===== src/logic/iras_pkg.sv =====
// Purpose: shared constants and types of the two-wire register access slave
// Assumes: one 200 MHz clock, synchronous active-high reset
// Notes: register map entries are indexed 0..IRAS_NREG-1
package iras_pkg;

   localparam logic [6:0] IRAS_DEV_ADDR = 7'h47;
   localparam int IRAS_NREG = 8;
   localparam int IRAS_DW = 16;
   localparam int IRAS_IW = 3;

   typedef enum logic [1:0] {
      IRAS_MODE_W = 2'b00,
      IRAS_MODE_WR = 2'b01,
      IRAS_MODE_R = 2'b10
   } iras_mode_e;

   typedef enum logic [3:0] {
      IRAS_ST_IDLE = 4'h0,
      IRAS_ST_ADDR = 4'h1,
      IRAS_ST_AACK = 4'h2,
      IRAS_ST_SUB = 4'h3,
      IRAS_ST_WACK = 4'h4,
      IRAS_ST_WDATA = 4'h5,
      IRAS_ST_RDATA = 4'h6,
      IRAS_ST_RACK = 4'h7,
      IRAS_ST_RNEXT = 4'h8
   } iras_state_e;

   // register map: subaddress, implemented bits, mode, vsync latch, init load, default
   localparam logic [7:0] IRAS_REG_SUB [IRAS_NREG] =
      '{8'h10, 8'h11, 8'h12, 8'h13, 8'h20, 8'h21, 8'h22, 8'h23};
   localparam int IRAS_REG_BITS [IRAS_NREG] = '{8, 16, 9, 12, 8, 16, 8, 11};
   localparam iras_mode_e IRAS_REG_MODE [IRAS_NREG] =
      '{IRAS_MODE_WR, IRAS_MODE_WR, IRAS_MODE_W, IRAS_MODE_WR,
        IRAS_MODE_R, IRAS_MODE_R, IRAS_MODE_W, IRAS_MODE_WR};
   localparam logic IRAS_REG_VLAT [IRAS_NREG] =
      '{1'b0, 1'b1, 1'b0, 1'b1, 1'b0, 1'b0, 1'b1, 1'b0};
   localparam logic IRAS_REG_INIT [IRAS_NREG] =
      '{1'b0, 1'b1, 1'b1, 1'b0, 1'b0, 1'b0, 1'b1, 1'b1};
   localparam logic [15:0] IRAS_REG_DEF [IRAS_NREG] =
      '{16'h0000, 16'h0123, 16'h0100, 16'h0000, 16'h0000, 16'h0000, 16'h005A, 16'h0200};

   // clock stretch after each acknowledged byte, a least time rounded up to cycles
   localparam int IRAS_CLK_PS = 5000;
   localparam int IRAS_ACCESS_NS = 20;
   localparam logic [3:0] IRAS_ACCESS_CYC =
      4'((IRAS_ACCESS_NS * 1000 + IRAS_CLK_PS - 1) / IRAS_CLK_PS);

   function automatic logic [15:0] iras_mask(input int bits);
      iras_mask = 16'((32'h1 << bits) - 32'h1);
   endfunction

endpackage


===== src/logic/iras_acc_if.sv =====
// Purpose: register access path between protocol engine and register bank
// Assumes: all signals in the core_clk_i domain
// Notes: wr_stb is a one-cycle pulse; rdata, hit and wide decode sub combinationally
`timescale 1ns/10ps
`default_nettype none
interface iras_acc_if;
   logic wr_stb;
   logic [7:0] sub;
   logic [15:0] wdata;
   logic [15:0] rdata;
   logic hit;
   logic wide;
   modport eng (output wr_stb, output sub, output wdata,
                input rdata, input hit, input wide);
   modport bank (input wr_stb, input sub, input wdata,
                 output rdata, output hit, output wide);
endinterface
`default_nettype wire


===== src/logic/iras_slave.sv =====
// Purpose: two-wire slave giving an external controller access to control registers
// Assumes: scl_i and sda_i already synchronous to core_clk_i; open-drain pins
// Notes: scl and sda are driven low only, with output enables high while driving
// Function
// - The block is only a slave and may hold the clock line low to gain access time.
// - Each write transfer sends the chip address and then one subaddress naming the register.
// - Only chip address 1000111 is answered, with the eighth bit one for read, zero for write.
// - Registers hold up to 16 bits, one wider than 8 bits moved as two bytes in one transaction.
// - Unimplemented upper bits are ignored on write and read back as zero.
// - Reset clears every control register to zero.
// - After reset a chosen set of registers is loaded with default values.
// - Only read-back registers return their written value; status registers are read-only.
// - Vertically latched registers take a written value only at the next vertical sync.
`timescale 1ns/10ps
`default_nettype none
module iras_slave (
   input wire logic core_clk_i,
   input wire logic srst_i,
   input wire logic scl_i,
   output logic scl_o,
   output logic scl_oe_o,
   input wire logic sda_i,
   output logic sda_o,
   output logic sda_oe_o,
   input wire logic vsync_i,
   input wire logic [iras_pkg::IRAS_NREG*16-1:0] stat_i,
   output logic [iras_pkg::IRAS_NREG*16-1:0] ctrl_o
);

   iras_acc_if acc ();

   iras_reg_bank u_bank (
      .core_clk_i(core_clk_i),
      .srst_i(srst_i),
      .vsync_i(vsync_i),
      .stat_i(stat_i),
      .acc(acc),
      .ctrl_o(ctrl_o)
   );

   iras_pkg::iras_state_e state;
   logic scl_q;
   logic sda_q;
   logic [2:0] bit_cnt;
   logic byte_full;
   logic [7:0] shift;
   logic [7:0] tx;
   logic [7:0] hold_hi;
   logic [7:0] sub_q;
   logic [1:0] byte_idx;
   logic rw_q;
   logic [3:0] stretch;
   logic drive_lvl;

   // line events, both lines sampled once per core clock
   wire logic start_det = scl_i && scl_q && sda_q && !sda_i;
   wire logic stop_det = scl_i && scl_q && !sda_q && sda_i;
   wire logic scl_rise = scl_i && !scl_q;
   wire logic scl_fall = !scl_i && scl_q;
   wire logic rx_state = (state == iras_pkg::IRAS_ST_ADDR) || (state == iras_pkg::IRAS_ST_SUB)
                         || (state == iras_pkg::IRAS_ST_WDATA);
   wire logic byte_end = scl_fall && byte_full;
   wire logic addr_hit = (shift[7:1] == iras_pkg::IRAS_DEV_ADDR);

   // byte order on the wire: high byte first for wide registers
   wire logic [7:0] rd_hi = (byte_idx == 2'd0) ? acc.rdata[15:8] :
                            (byte_idx == 2'd1) ? acc.rdata[7:0] : 8'h00;
   wire logic [7:0] rd_lo = (byte_idx == 2'd0) ? acc.rdata[7:0] : 8'h00;
   wire logic [7:0] rd_byte = !acc.hit ? 8'h00 : acc.wide ? rd_hi : rd_lo;
   wire logic last_wr = acc.wide ? (byte_idx == 2'd1) : (byte_idx == 2'd0);

   // a register is written once its whole byte count has arrived
   assign acc.wr_stb = (state == iras_pkg::IRAS_ST_WDATA) && byte_end && last_wr;
   assign acc.wdata = acc.wide ? {hold_hi, shift} : {8'h00, shift};
   assign acc.sub = sub_q;

   // open-drain: level output is always low, only the enables move
   assign scl_o = drive_lvl;
   assign sda_o = drive_lvl;

   always_ff @(posedge core_clk_i) begin
      if (srst_i) begin
         drive_lvl <= 1'b0;
         scl_oe_o <= 1'b0;
      end else begin
         drive_lvl <= 1'b0;
         // hold the clock low while a register access settles
         scl_oe_o <= (stretch != 4'h0);
      end
   end

   // bit sampler: receive shifts on rising clock, transmit counts rises
   always_ff @(posedge core_clk_i) begin
      if (srst_i) begin
         scl_q <= 1'b1;
         sda_q <= 1'b1;
      end else begin
         scl_q <= scl_i;
         sda_q <= sda_i;
      end
   end

   always_ff @(posedge core_clk_i) begin
      if (srst_i) begin
         state <= iras_pkg::IRAS_ST_IDLE;
         bit_cnt <= 3'h0;
         byte_full <= 1'b0;
         shift <= 8'h00;
         tx <= 8'h00;
         hold_hi <= 8'h00;
         sub_q <= 8'h00;
         byte_idx <= 2'h0;
         rw_q <= 1'b0;
         stretch <= 4'h0;
         sda_oe_o <= 1'b0;
      end else begin
         if (stretch != 4'h0) begin
            stretch <= stretch - 4'h1;
         end
         if (start_det) begin
            // repeated start keeps the subaddress for the read that follows
            state <= iras_pkg::IRAS_ST_ADDR;
            bit_cnt <= 3'h0;
            byte_full <= 1'b0;
            sda_oe_o <= 1'b0;
         end else if (stop_det) begin
            state <= iras_pkg::IRAS_ST_IDLE;
            byte_full <= 1'b0;
            sda_oe_o <= 1'b0;
         end else begin
            if (scl_rise && (rx_state || state == iras_pkg::IRAS_ST_RDATA)) begin
               bit_cnt <= bit_cnt + 3'h1;
               if (bit_cnt == 3'h7) begin
                  byte_full <= 1'b1;
               end
               if (rx_state) begin
                  shift <= {shift[6:0], sda_i};
               end
            end
            unique case (state)
               iras_pkg::IRAS_ST_IDLE: begin
               end
               iras_pkg::IRAS_ST_ADDR: begin
                  if (byte_end) begin
                     byte_full <= 1'b0;
                     if (addr_hit) begin
                        rw_q <= shift[0];
                        byte_idx <= 2'h0;
                        sda_oe_o <= 1'b1;
                        stretch <= iras_pkg::IRAS_ACCESS_CYC;
                        state <= iras_pkg::IRAS_ST_AACK;
                     end else begin
                        // other chip addressed: stay off the bus until next start
                        state <= iras_pkg::IRAS_ST_IDLE;
                     end
                  end
               end
               iras_pkg::IRAS_ST_AACK: begin
                  if (scl_fall) begin
                     bit_cnt <= 3'h0;
                     if (rw_q) begin
                        tx <= rd_byte;
                        sda_oe_o <= !rd_byte[7];
                        state <= iras_pkg::IRAS_ST_RDATA;
                     end else begin
                        sda_oe_o <= 1'b0;
                        state <= iras_pkg::IRAS_ST_SUB;
                     end
                  end
               end
               iras_pkg::IRAS_ST_SUB: begin
                  if (byte_end) begin
                     byte_full <= 1'b0;
                     sub_q <= shift;
                     byte_idx <= 2'h0;
                     sda_oe_o <= 1'b1;
                     stretch <= iras_pkg::IRAS_ACCESS_CYC;
                     state <= iras_pkg::IRAS_ST_WACK;
                  end
               end
               iras_pkg::IRAS_ST_WACK: begin
                  if (scl_fall) begin
                     sda_oe_o <= 1'b0;
                     bit_cnt <= 3'h0;
                     state <= iras_pkg::IRAS_ST_WDATA;
                  end
               end
               iras_pkg::IRAS_ST_WDATA: begin
                  if (byte_end) begin
                     byte_full <= 1'b0;
                     if (acc.wide && byte_idx == 2'd0) begin
                        hold_hi <= shift;
                     end
                     // surplus bytes are acknowledged and dropped
                     if (byte_idx != 2'd2) begin
                        byte_idx <= byte_idx + 2'h1;
                     end
                     sda_oe_o <= 1'b1;
                     stretch <= iras_pkg::IRAS_ACCESS_CYC;
                     state <= iras_pkg::IRAS_ST_WACK;
                  end
               end
               iras_pkg::IRAS_ST_RDATA: begin
                  if (byte_end) begin
                     byte_full <= 1'b0;
                     sda_oe_o <= 1'b0;
                     if (byte_idx != 2'd2) begin
                        byte_idx <= byte_idx + 2'h1;
                     end
                     state <= iras_pkg::IRAS_ST_RACK;
                  end else if (scl_fall) begin
                     tx <= {tx[6:0], 1'b0};
                     sda_oe_o <= !tx[6];
                  end
               end
               iras_pkg::IRAS_ST_RACK: begin
                  if (scl_rise) begin
                     // master not-acknowledge ends the read
                     state <= sda_i ? iras_pkg::IRAS_ST_IDLE : iras_pkg::IRAS_ST_RNEXT;
                  end
               end
               iras_pkg::IRAS_ST_RNEXT: begin
                  if (scl_fall) begin
                     tx <= rd_byte;
                     sda_oe_o <= !rd_byte[7];
                     bit_cnt <= 3'h0;
                     stretch <= iras_pkg::IRAS_ACCESS_CYC;
                     state <= iras_pkg::IRAS_ST_RDATA;
                  end
               end
            endcase
         end
      end
   end

endmodule
`default_nettype wire


===== src/logic/iras_reg_bank.sv =====
// Purpose: control and status register store behind the two-wire slave
// Assumes: vsync_i is a one-cycle pulse per vertical sync
// Notes: ctrl_o carries the effective (possibly vsync-latched) values
`timescale 1ns/10ps
`default_nettype none
module iras_reg_bank (
   input wire logic core_clk_i,
   input wire logic srst_i,
   input wire logic vsync_i,
   input wire logic [iras_pkg::IRAS_NREG*16-1:0] stat_i,
   iras_acc_if.bank acc,
   output logic [iras_pkg::IRAS_NREG*16-1:0] ctrl_o
);

   function automatic logic [iras_pkg::IRAS_IW-1:0] iras_find(input logic [7:0] s);
      iras_find = '0;
      for (int k = 0; k < iras_pkg::IRAS_NREG; k++) begin
         if (iras_pkg::IRAS_REG_SUB[k] == s) begin
            iras_find = iras_pkg::IRAS_IW'(k);
         end
      end
   endfunction

   logic init_pend;
   logic [15:0] rd_vec [iras_pkg::IRAS_NREG];
   logic [iras_pkg::IRAS_NREG-1:0] hit_vec;
   logic [iras_pkg::IRAS_NREG-1:0] wide_vec;
   wire logic [iras_pkg::IRAS_IW-1:0] sel = iras_find(acc.sub);

   // one-shot default load right after reset release
   always_ff @(posedge core_clk_i) begin
      init_pend <= srst_i;
   end

   genvar i;
   generate
      for (i = 0; i < iras_pkg::IRAS_NREG; i++) begin : g_reg
         localparam logic [15:0] MSK = iras_pkg::iras_mask(iras_pkg::IRAS_REG_BITS[i]);
         logic [15:0] shadow;
         logic [15:0] active;
         wire logic wr_me = acc.wr_stb && hit_vec[i]
                            && (iras_pkg::IRAS_REG_MODE[i] != iras_pkg::IRAS_MODE_R);
         assign hit_vec[i] = (iras_pkg::IRAS_REG_SUB[i] == acc.sub);
         assign wide_vec[i] = (iras_pkg::IRAS_REG_BITS[i] > 8);
         always_ff @(posedge core_clk_i) begin
            if (srst_i) begin
               shadow <= 16'h0000;
               active <= 16'h0000;
            end else if (init_pend && iras_pkg::IRAS_REG_INIT[i]) begin
               shadow <= iras_pkg::IRAS_REG_DEF[i] & MSK;
               active <= iras_pkg::IRAS_REG_DEF[i] & MSK;
            end else begin
               if (wr_me) begin
                  shadow <= acc.wdata & MSK;
               end
               if (iras_pkg::IRAS_REG_VLAT[i]) begin
                  // new value reaches the core only at vertical sync
                  if (vsync_i) begin
                     active <= shadow;
                  end
               end else if (wr_me) begin
                  active <= acc.wdata & MSK;
               end
            end
         end
         // write-only registers read zero, status reads come from the core
         if (iras_pkg::IRAS_REG_MODE[i] == iras_pkg::IRAS_MODE_WR) begin : g_wr
            assign rd_vec[i] = shadow;
         end else if (iras_pkg::IRAS_REG_MODE[i] == iras_pkg::IRAS_MODE_R) begin : g_r
            assign rd_vec[i] = stat_i[i*16 +: 16] & MSK;
         end else begin : g_w
            assign rd_vec[i] = 16'h0000;
         end
         assign ctrl_o[i*16 +: 16] = active;
      end
   endgenerate

   assign acc.hit = |hit_vec;
   assign acc.wide = acc.hit && wide_vec[sel];
   assign acc.rdata = acc.hit ? rd_vec[sel] : 16'h0000;

endmodule
`default_nettype wire


===== config.mk =====
export PLATFORM = sky130hd
export DESIGN_NAME = iras_slave
export DESIGN_NICKNAME = d
export VERILOG_FILES = /design/src/logic/iras_pkg.sv /design/src/logic/iras_acc_if.sv /design/src/logic/iras_slave.sv /design/src/logic/iras_reg_bank.sv
export SDC_FILE = /design/constraint.sdc
export NUM_CORES = 1
export LEC_CHECK = 0
export BUFFER_PORTS_ARGS = -buffer_cell sky130_fd_sc_hd__buf_2
export CAP_MARGIN = 20
export CORE_UTILIZATION = 54
export DETAILED_ROUTE_END_ITERATION = 16
export PLACE_DENSITY = 0.9
export REMOVE_ABC_BUFFERS = 1
export SKIP_CTS_REPAIR_TIMING = 1
export SYNTH_ARGS = -nofsm -noshare
export SYNTH_HDL_FRONTEND = slang
export SYNTH_SLANG_ARGS = --single-unit
export TNS_END_PERCENT = 50

===== constraint.sdc =====
create_clock -name core_clk_i -period 5.94 [get_ports core_clk_i]
set_clock_uncertainty 0.15 [all_clocks]
set_input_delay 0.297 -clock core_clk_i [delete_from_list [all_inputs] [get_ports core_clk_i]]
set_output_delay 0.297 -clock core_clk_i [all_outputs]
set_load 0.005 [all_outputs]

Yosys cells after proc, flatten, opt, wreduce, memory -nomap -nowiden
Memory sizes are Yosys's and may differ from the RTL's.
Cells that the tools add are included.
{ "totals": {"ff_bits": 151, "mem_bits_ro": 8, "input_bits": 133, "out_inout_bits": 132, "mem_count": 1} }
{ "memory_table": {"columns": ["memory", "depth", "width", "read_ports", "rd_clocked_by_memory_dff", "wr", "line_no", "source"], "rows": [
  ["(no name shown)", 8, 1, 1, 0, 0, "iras_reg_bank.sv:79", "assign acc.wide = acc.hit && wide_vec[sel];"]
]} }
{ "op_classes": {"n_addsub": 3, "n_lt_le_gt_ge": 2, "n_eq_ne": 42, "n_mux": 80, "bitwise": 3, "reduce_logical": 57} }
{ "op_table": {"columns": ["op", "n"], "rows": [
  ["$mux 7", 9],
  ["$mux 4", 15],
  ["$mux 9", 6],
  ["$bmux 16 s3", 1],
  ["$mux 16", 3],
  ["$mux 8", 5],
  ["$reduce_and 8->1", 5],
  ["$eq 5x8->1 const A", 4],
  ["$eq 6x8->1 const A", 4],
  ["$mux 3", 10],
  ["$pmux 4 s7", 1],
  ["$ne 2x2->1 const B", 12],
  ["$ne 4x4->1 const B", 6],
  ["$pmux 7 s3", 1],
  ["$mux 10", 2],
  ["$logic_and 1x1->1", 19],
  ["$mux 1", 18],
  ["$eq 4x3->1 const B", 4],
  ["$mux 2", 6],
  ["$pmux 4 s3", 1],
  ["$reduce_and 5->1", 2],
  ["$reduce_bool 2->1", 5],
  ["$reduce_bool 9->1", 1],
  ["$eq 4x2->1 const B", 2],
  ["other kinds (29)", 45]
]} }

Depth between registers and ports, before layout
Gate-level depths: netlist of the first run.
{ "logic_depth": {"word_depth": 20, "ltp_mapped": 10, "mapped_depth_nobuf": 8} }

By module
From an unflattened synthesis of the first run, not the netlist that was laid out.
{ "unflattened": {"hier_cells": 902, "area_unflattened_um2": 7803.7} }
{ "modules_own_cells": {"columns": ["mod", "instances", "cells_each", "area_each_um2", "seq_area_each_um2"], "rows": [
  ["iras_reg_bank", 1, 562, 4897.2, 2021.9],
  ["iras_slave", 1, 340, 2906.5, 1001.0]
]} }

Worst setup path after synthesis of the first run
OpenSTA, ideal clock, no wires.
{ "synth_path": {"path_kind": "register -> register", "start": "reg sub_q[7] (netlist: acc.sub[7])", "end": "reg tx[4]", "setup_time_ns": 0.133, "arrival_time_ns": 2.281, "t_required_ns": 5.657, "path_slack_ns": 3.376, "stages_incl_launch_ff": 7, "path_buffers": 1, "period_less_slack_ns": 2.564, "path_cell_list": "dfxtp_1 > or4_4 > buf_6 > nor2_2 > mux4_2 > a2111oi_0 > nor4_1"} }
{ "synth_between": {"elab_chain_cells": 19, "elab_cells_between_ends": 32} }
{ "synth_lines": {"columns": ["item", "line_no", "source"], "rows": [
  ["from (decl)", "iras_slave.sv:49", "logic [7:0] sub_q;"],
  ["from (signal assigned)", "iras_slave.sv:174", "sub_q <= shift;"],
  ["$eq 5x8->1", "iras_reg_bank.sv:18, iras_reg_bank.sv:43", null],
  ["$mux 1", "iras_reg_bank.sv:18", "if (iras_pkg::IRAS_REG_SUB[k] == s) begin"],
  ["$mux 3 (6 in a row)", "iras_reg_bank.sv:18", null],
  ["$not 3->4 (implied by the code)", "iras_reg_bank.sv:80", "assign acc.rdata = acc.hit ? rd_vec[sel] : 16'h0000;"],
  ["$bmux 16 s3", "iras_reg_bank.sv:80", null],
  ["$mux 16 (implied by the code) (2 in a row)", "iras_reg_bank.sv:80", null],
  ["$mux 8", "iras_slave.sv:67", "(byte_idx == 2'd1) ? acc.rdata[7:0] : 8'h00;"],
  ["$mux 8", "iras_slave.sv:66", "wire logic [7:0] rd_hi = (byte_idx == 2'd0) ? acc.rdata[15:8] :"],
  ["$mux 8", "iras_slave.sv:69", "wire logic [7:0] rd_byte = !acc.hit ? 8'h00 : acc.wide ? rd_hi : rd_lo;"],
  ["$mux 8 *", "iras_slave.sv:69", null],
  ["$mux 7", "iras_slave.sv:161", "if (rw_q) begin"],
  ["$mux 7", "iras_slave.sv:159", "if (scl_fall) begin"],
  ["$pmux 7 s3 *", "iras_slave.sv:140", "unique case (state)"],
  ["to (signal assigned)", "iras_slave.sv:162", "tx <= rd_byte;"],
  ["to (signal assigned)", "iras_slave.sv:212", "tx <= {tx[6:0], 1'b0};"],
  ["to (signal assigned)", "iras_slave.sv:224", "tx <= rd_byte;"],
  ["to (decl)", "iras_slave.sv:47", "logic [7:0] tx;"]
]} }
Every way passes the cells marked *; elsewhere a longest branch is shown, timed or not. The select of a mux whose other input is x is not followed.
A chain may end at the register's enable or synchronous reset.

Worst setup path after layout of the first run
{ "layout_path": {"start": "reg state[0]", "end": "reg u_bank.g_reg[1].shadow[12]"} }
{ "layout_between": {"elab_chain_cells": 4} }
{ "layout_lines": {"columns": ["item", "line_no", "source"], "rows": [
  ["from (decl)", "iras_slave.sv:41", "iras_pkg::iras_state_e state;"],
  ["from (signal assigned)", "iras_slave.sv:105", "state <= iras_pkg::IRAS_ST_IDLE;"],
  ["from (signal assigned)", "iras_slave.sv:122", "state <= iras_pkg::IRAS_ST_ADDR;"],
  ["from (signal assigned)", "iras_slave.sv:127", "state <= iras_pkg::IRAS_ST_IDLE;"],
  ["$eq 4x3->1", "iras_slave.sv:73", "assign acc.wr_stb = (state == iras_pkg::IRAS_ST_WDATA) && byte_end && last_wr;"],
  ["$logic_and 1x1->1 (2 in a row)", "iras_slave.sv:73", null],
  ["$logic_and 1x1->1", "iras_reg_bank.sv:41", "wire logic wr_me = acc.wr_stb && hit_vec[i]"],
  ["to (signal assigned)", "iras_reg_bank.sv:50", "shadow <= iras_pkg::IRAS_REG_DEF[i] & MSK;"],
  ["to (signal assigned)", "iras_reg_bank.sv:54", "shadow <= acc.wdata & MSK;"],
  ["to (decl)", "iras_reg_bank.sv:39", "logic [15:0] shadow;"]
]} }
Every way passes these cells.

==> metrics.md, run 1 <==
| Metric | Value |
|---|---|
| Crit. path cell count | `6` |
| Post-synth cell types | `70` |
| Std cell rows | `43` |
| TritonCTS clock tree | `done` |
| Sequential-to-total area share from yosys stat | `39.4%` |
| Max Cap Violations | `0` |
| Total grt overflow | `0` |
| Reg clk slew, reported paths | `0.06 ns` |
| Crit path max-delay cell type | `a2111oi_4` |
| CP delay by family, top | `simple AND/OR/NAND/NOR gates` |
| Avg WL per Cell | `17.4 µm` |
| Area Overhead vs Synth | `9.79%` |
| Pin slew with the least headroom to its limit | `1.12 ns` |
| Crit start category | `flip-flop` |
| Post-synth EDFFs | `0` |
| Final Hold Viols | `0` |
| Crit path kind | `flip-flop to flip-flop` |
| Largest net degree at the start of global routing | `54` |
| Ports | `265` |
| Setup TNS | `0 ns` |
| Footprint of the multi-input gates | `4030 µm²` |
| Critical path origin | `state[0]` |
| Global-route wire length before repair | `30.6 mm` |
| VDD IR max | `0.194 mV` |
| Post-Synthesis Cells | `867` |
| Register area | `3020 µm²` |
| Synth Flop Type | `dfxtp_1` |
| # H-tree levels | `4` |
| GPL Wtd Cong | `0.989` |
| Top cells by area in the synthesized netlist | `dfxtp_1 39%, mux2i_1 13%, buf_4 7.1%` |
| Min-Delay Path Class | `input port to flip-flop` |
| Synth cell count leaders | `151 x dfxtp_1, 103 x mux2i_1, 100 x nor2_1, 99 x nand2_1, 73 x buf_4` |
| Crit path DAT | `3.70 ns` |
| Die width | `121 µm` |
| CP Capture Type | `flip-flop` |
| FFs w/ async S/R, synth | `0%` |
| # setup viols final | `0` |
| Critical Path, Cell by Cell | `nand2b_1 -> nor3_2 -> or2b_1 -> a2111oi_4 -> nand3_1 -> a21oi_1` |
| Slew margin rel. | `25.2%` |
| RSZ-0062 raised after global routing | `no` |
| Inserted Diodes | `0` |
| Synth area leader | `dfxtp_1` |
| Worst skew pair latency | `0.43 ns` |
| Most frequent cell after synthesis | `dfxtp_1` |
| Initial antenna violation count | `0` |
| Crit path largest cell delay | `1.05 ns` |
| Cts bufs inserted | `17` |
| Hold path startpoint | `sda_i` |
| Status | `finished, final reports clean` |
| CTS sink count | `151` |
| Layout cell share with drive strength beyond 1 | `17.4%` |
| Vias in the first global route | `5,856` |
| Setup crit end | `u_bank.g_reg[1].shadow[12]` |
| Filler instances | `1,169` |
| Root Driver | `clkbuf_16` |
| FF-to-FF End | `u_bank.g_reg[1].shadow[12]` |
| DRC | `0` |
| Fin crit period | `3.50 ns` |
| DIE AREA | `14,700 µm²` |
| NumNets Final | `1,063` |
| Vias | `6,388` |
| Vias/cell | `5.73` |
| FF+latch count, synth | `151` |
| Post-DP HPWL | `13.1 mm` |
| Slew Viols, Final | `0` |
| WHS | `0.0389 ns` |
| Final wirelength | `19.4 mm` |
| Req. time, crit path | `6.14 ns` |
| Flop-to-flop setup slack | `2.44 ns` |
| Post-synth top area share | `39.4%` |
| Yosys warnings | `0` |
| Post-route antenna net violation count | `0` |
| Power Density | `295 nW/µm²` |
| GRT Overall Usage | `27.2%` |
| Period utilisation layout | `58.9%` |
| Max Fclk | `286 MHz` |
| Critical-path maximum fanout | `16` |
| DR pass1 iterations | `6` |
| CTS max path bufs | `2` |
| Leak pwr | `3.37 nW` |
| Chip Height | `121 µm` |
| Reg2Reg Depth | `6` |
| Reg2reg start | `state[0]` |
| I/O Buffers | `94` |
| Syn avg cell area | `8.84 µm²` |
| Initial Util | `55.2%` |
| Iter 0 DRT Violations | `674` |
| Total core area | `13,900 µm²` |
| Buf/Inv on CP | `0` |
| Area of the mapped netlist | `7670 µm²` |
area by class of cell:
class,instances,area share [%]
Sequential cell,151,35.9
Clock buffer,20,5.54
Clock inverter,10,1.43
Tap cell,180,2.67
Multi-Input combinational cell,642,47.9
Inverter,14,0.624
Timing Repair Buffer,98,5.91
metrics by stage:
step	setup WS (ns)	utilization (%)	cell area [µm²]	std cells	power (mW)
2_1_floorplan	1.65	-	7100	807	1.32
3_3_place_gp	2.54	56.4	7830	1084	1.41
3_5_place_dp	2.53	56.4	7830	1084	1.42
4_1_cts	2.48	60.6	8410	1114	2.48
5_1_grt	2.27	60.7	8420	1115	2.58
6_report	2.44	60.7	8420	1115	2.48
cells in the final DEF (no fill, tap or decap), types with 16 or more instances in the layout:
cell type | netlist | final
nand2_1 | 99 | 99
buf_2 | 7 | 95
clkbuf_16 | 0 | 17
nor3_1 | 16 | 16
nand3_1 | 24 | 24
conb_1 | 1 | 66
nor2_1 | 100 | 100
a21oi_1 | 64 | 64
mux2i_1 | 103 | 103
dfxtp_1 | 151 | 151
metal layers:
metal	part of all wire (%)	track usage, %	vias up
li1	-	-	2991
met1	42	35.7	2992
met2	45	42.4	347
met3	8.9	5.69	58
met4	3.9	13.4	0
met5	0	0	-
worst min path at each step:
stage | cells past startpoint | end | slack, ns
5_1_grt | 2 | sda_q | 0.04
4_1_cts | 2 | sda_q | 0.03
3_5_place_dp | 2 | hold_hi[7] | 0.29
2_1_floorplan | 0 | u_bank.init_pend | 0.17
6_report | 2 | sda_q | 0.04
3_3_place_gp | 2 | hold_hi[6] | 0.29
report_power, final:
| group | total [mW] | switching [mW] | internal [mW] |
|---|---|---|---|
| Combinational | 0.310 | 0.180 | 0.130 |
| Sequential | 1.09 | 0.0468 | 1.05 |
| Clock | 1.08 | 0.427 | 0.649 |
| Total | 2.48 | 0.653 | 1.83 |
sequential cells by signal, summed over array words and instances (netlist names), 4 cells and up:
signal and count:
stretch 4, tx 7, state 4, shift 8
acc.sub 8, u_bank.g.shadow 54, hold_hi 8, u_bank.g.active 46
kinds of logic after synthesis:
group | Yosys count | share of synthesized area [%]
multiplexers | 111 | 15.4
adder cells (fa/ha/maj) | 7 | 1.11
XOR/XNOR | 6 | 0.930
flip-flops | 151 | 39.4
other | 1 | 0.0489
buffers and inverters | 139 | 11.2
AO/OA/AOI/OAI | 149 | 13.4
AND/OR/NAND/NOR | 303 | 18.5
Note: power is estimated with default switching activity, not from simulation.
==> run 2, diff against run 1 <==
--- a/config.mk
+++ b/config.mk
@@ -7,9 +7,9 @@
 export LEC_CHECK = 0
 export BUFFER_PORTS_ARGS = -buffer_cell sky130_fd_sc_hd__buf_2
 export CAP_MARGIN = 20
-export CORE_UTILIZATION = 54
+export CORE_UTILIZATION = 46
 export DETAILED_ROUTE_END_ITERATION = 16
-export PLACE_DENSITY = 0.9
+export PLACE_DENSITY = 0.82
 export REMOVE_ABC_BUFFERS = 1
 export SKIP_CTS_REPAIR_TIMING = 1
 export SYNTH_ARGS = -nofsm -noshare
==> constraint.sdc (replaced) <==
create_clock -name core_clk_i -period 2.9 [get_ports core_clk_i]
set_clock_uncertainty 0.15 [all_clocks]
set_input_delay 0.145 -clock core_clk_i [delete_from_list [all_inputs] [get_ports core_clk_i]]
set_output_delay 0.145 -clock core_clk_i [all_outputs]
set_load 0.005 [all_outputs]
==> run 2 against run 1 <==
Net effect: design area is 4.2% higher; die area is 17% higher; sequential power rose by 100%; combinational power increased by 140%; utilization shrank 6.0 points; cell count grew 6.8%; critical path depth unchanged.
==> metrics.md, run 2 (same netlist as run 1, synthesis figures left out) <==
| Metric | Value |
|---|---|
| Max Cap Violations | `0 (unchanged)` |
| Setup TNS | `0 ns (unchanged)` |
| # setup viols final | `0 (unchanged)` |
| Status | `finished, final reports clean` |
| Cts bufs inserted | `17 (unchanged)` |
| Vias/cell | `5.43 (-5.2%)` |
| RSZ-0062 raised after global routing | `no` |
| Post-route antenna net violation count | `0 (unchanged)` |
| Vias in the first global route | `5,951 (+1.6%)` |
| Slew margin rel. | `29.2% (+4.0 points)` |
| Worst skew pair latency | `0.44 ns (about the same)` |
| Register area | `3020 µm² (about the same)` |
| TritonCTS clock tree | `done` |
| Most frequent cells in the layout | `150 x dfxtp_1, 103 x mux2i_1, 100 x nor2_1, 99 x nand2_1, 94 x buf_2` |
| Max FFs per register | `54 (unchanged)` |
| CP Capture Type | `flip-flop` |
| I/O Buffers | `94 (unchanged)` |
| Crit start category | `flip-flop` |
| Layout cell share with drive strength beyond 1 | `20.7% (+3.3 points)` |
| Filler instances | `1,466 (+25%)` |
| Avg WL per Cell | `16.8 µm (-3.7%)` |
| Period utilisation layout | `93.5% (+35 points)` |
| Crit path largest cell delay | `0.57 ns (-0.48 ns)` |
| DRC | `0 (unchanged)` |
| VDD IR max | `0.408 mV (+110%)` |
| Power Density | `571 nW/µm² (+94%)` |
| Finished layout cell area | `8770 µm² (+4.2%)` |
| Inserted Diodes | `0 (unchanged)` |
| NumNets Final | `1,101 (+3.6%)` |
| Ports | `265 (unchanged)` |
| Min-Delay Path Class | `input port to flip-flop` |
| Largest registers | `u_bank.g.shadow: 54 flops, u_bank.g.active: 46 flops` |
| Final Hold Viols | `0 (unchanged)` |
| Crit path max-delay cell type | `or3b_2` |
| Critical-path maximum fanout | `15 (-1)` |
| Slew Viols, Final | `0 (unchanged)` |
| GPL Wtd Cong | `0.935 (-5.5%)` |
| Max Fclk | `369 MHz (+29%)` |
| Leak pwr | `3.58 nW (+6.1%)` |
| Vias | `6,471 (+1.3%)` |
| Largest net degree at the start of global routing | `58 (+7.4%)` |
| Crit path kind | `flip-flop to flip-flop` |
| Root Driver | `clkbuf_16` |
| Std cell rows | `46 (+7.0%)` |
| Req. time, crit path | `3.06 ns (-3.08 ns)` |
| DIE AREA | `17,200 µm² (+17%)` |
| Pin slew with the least headroom to its limit | `1.06 ns (-0.0597 ns)` |
| GRT Overall Usage | `23.4% (-3.8 points)` |
| Initial antenna violation count | `0 (unchanged)` |
| Commonest non-fill, non-tap cell in the layout | `dfxtp_1` |
| Global-route wire length before repair | `31.7 mm (+3.4%)` |
| Fin crit period | `2.71 ns (-0.786 ns)` |
| Crit path DAT | `2.87 ns (-0.83 ns)` |
| Fin util | `54.6% (-6.0 points)` |
| Critical Path, Cell by Cell | `or3b_2 -> or3_1 -> buf_12 -> mux4_2 -> a2111oi_0 -> nor4_1` |
| Largest reg by FF count | `u_bank.g.shadow` |
| CTS sink count | `151 (unchanged)` |
| # H-tree levels | `4 (unchanged)` |
| Area Overhead vs Synth | `14.4%` |
| Reg clk slew, reported paths | `0.07 ns (about the same)` |
| Chip Height | `131 µm (+8.2%)` |
| Total core area | `16,100 µm² (+16%)` |
| DR pass1 iterations | `7 (+1)` |
| Iter 0 DRT Violations | `502 (-26%)` |
| Total grt overflow | `0 (unchanged)` |
| CTS max path bufs | `2 (unchanged)` |
| Footprint of the multi-input gates | `4040 µm² (+0.22%)` |
| Die width | `131 µm (+8.2%)` |
| Initial Util | `47.8% (-7.5 points)` |
| DP Area | `8200 µm² (+4.8%)` |
| Final wirelength | `20.0 mm (+2.8%)` |
| Post-DP HPWL | `14.0 mm (+6.3%)` |
run 2: cell types whose count changed in the layout (fill, tap and decap cells not counted), sizes merged:
cell,delta
inv,+5
clkbuf,-2
bufinv,-2
clkinv,+2
clkinvlp,-1
dlygate4sd3,+2
buf,+36
run 2: through the flow:
step                worst slack (ns)  total power, mW  std cells  hold WS, ns
floorplan                      -1.39             2.71        807       0.0227
global placement               0.218             2.96       1157        0.291
detailed placement             0.187             2.97       1157        0.295
CTS                            0.164             5.01       1189       -0.140
global route                  0.0470             5.21       1191       0.0657
finish                         0.189             5.01       1191       0.0253
run 2: report_power, final:
group | leakage, nW | internal, mW | switching [mW] | total, mW
clock network | 0.270 | 1.12 | 0.951 | 2.07
logic | 2.08 | 0.314 | 0.437 | 0.751
registers | 1.22 | 2.15 | 0.0447 | 2.19
total | 3.58 | 3.58 | 1.43 | 5.01
run 2: area by class of cell:
type | count | share of cell area [%]
clock buffer | 18 | 4.89
tap | 216 | 3.08
inverter | 14 | 0.599
timing repair buffer | 136 | 9.58
clock inverter | 14 | 1.31
sequential | 151 | 34.5
multi-input combinational | 642 | 46.1
run 2: worst paths after layout:
kind / cells after the start / end / start / slack, ns
max: 6 / tx[4] / acc.sub[2] / 0.19
min: 5 / tx[3] / stat_i[83] / 0.03
max reg2reg: 6 / tx[4] / acc.sub[2] / 0.19
min reg2reg: 2 / hold_hi[1] / hold_hi[1] / 0.31
run 2: worst max-delay path, delay by kind of cell, from the launching register on:
kind	cells	cell delay [ns]
flip-flops	1	0.34
buffers and inverters	1	0.20
multiplexers	1	0.31
AND/OR/NAND/NOR	3	1.10
AO/OA/AOI/OAI	1	0.48
run 2: layer usage:
metal  vias to the layer above  track usage, %  wire length [µm]
met3                        46            6.40              1620
met1                      3026            30.4              8630
met4                         0            9.61               550
li1                       3065               -                 -
met2                       334            36.6              9180
met5                         -               0                 0
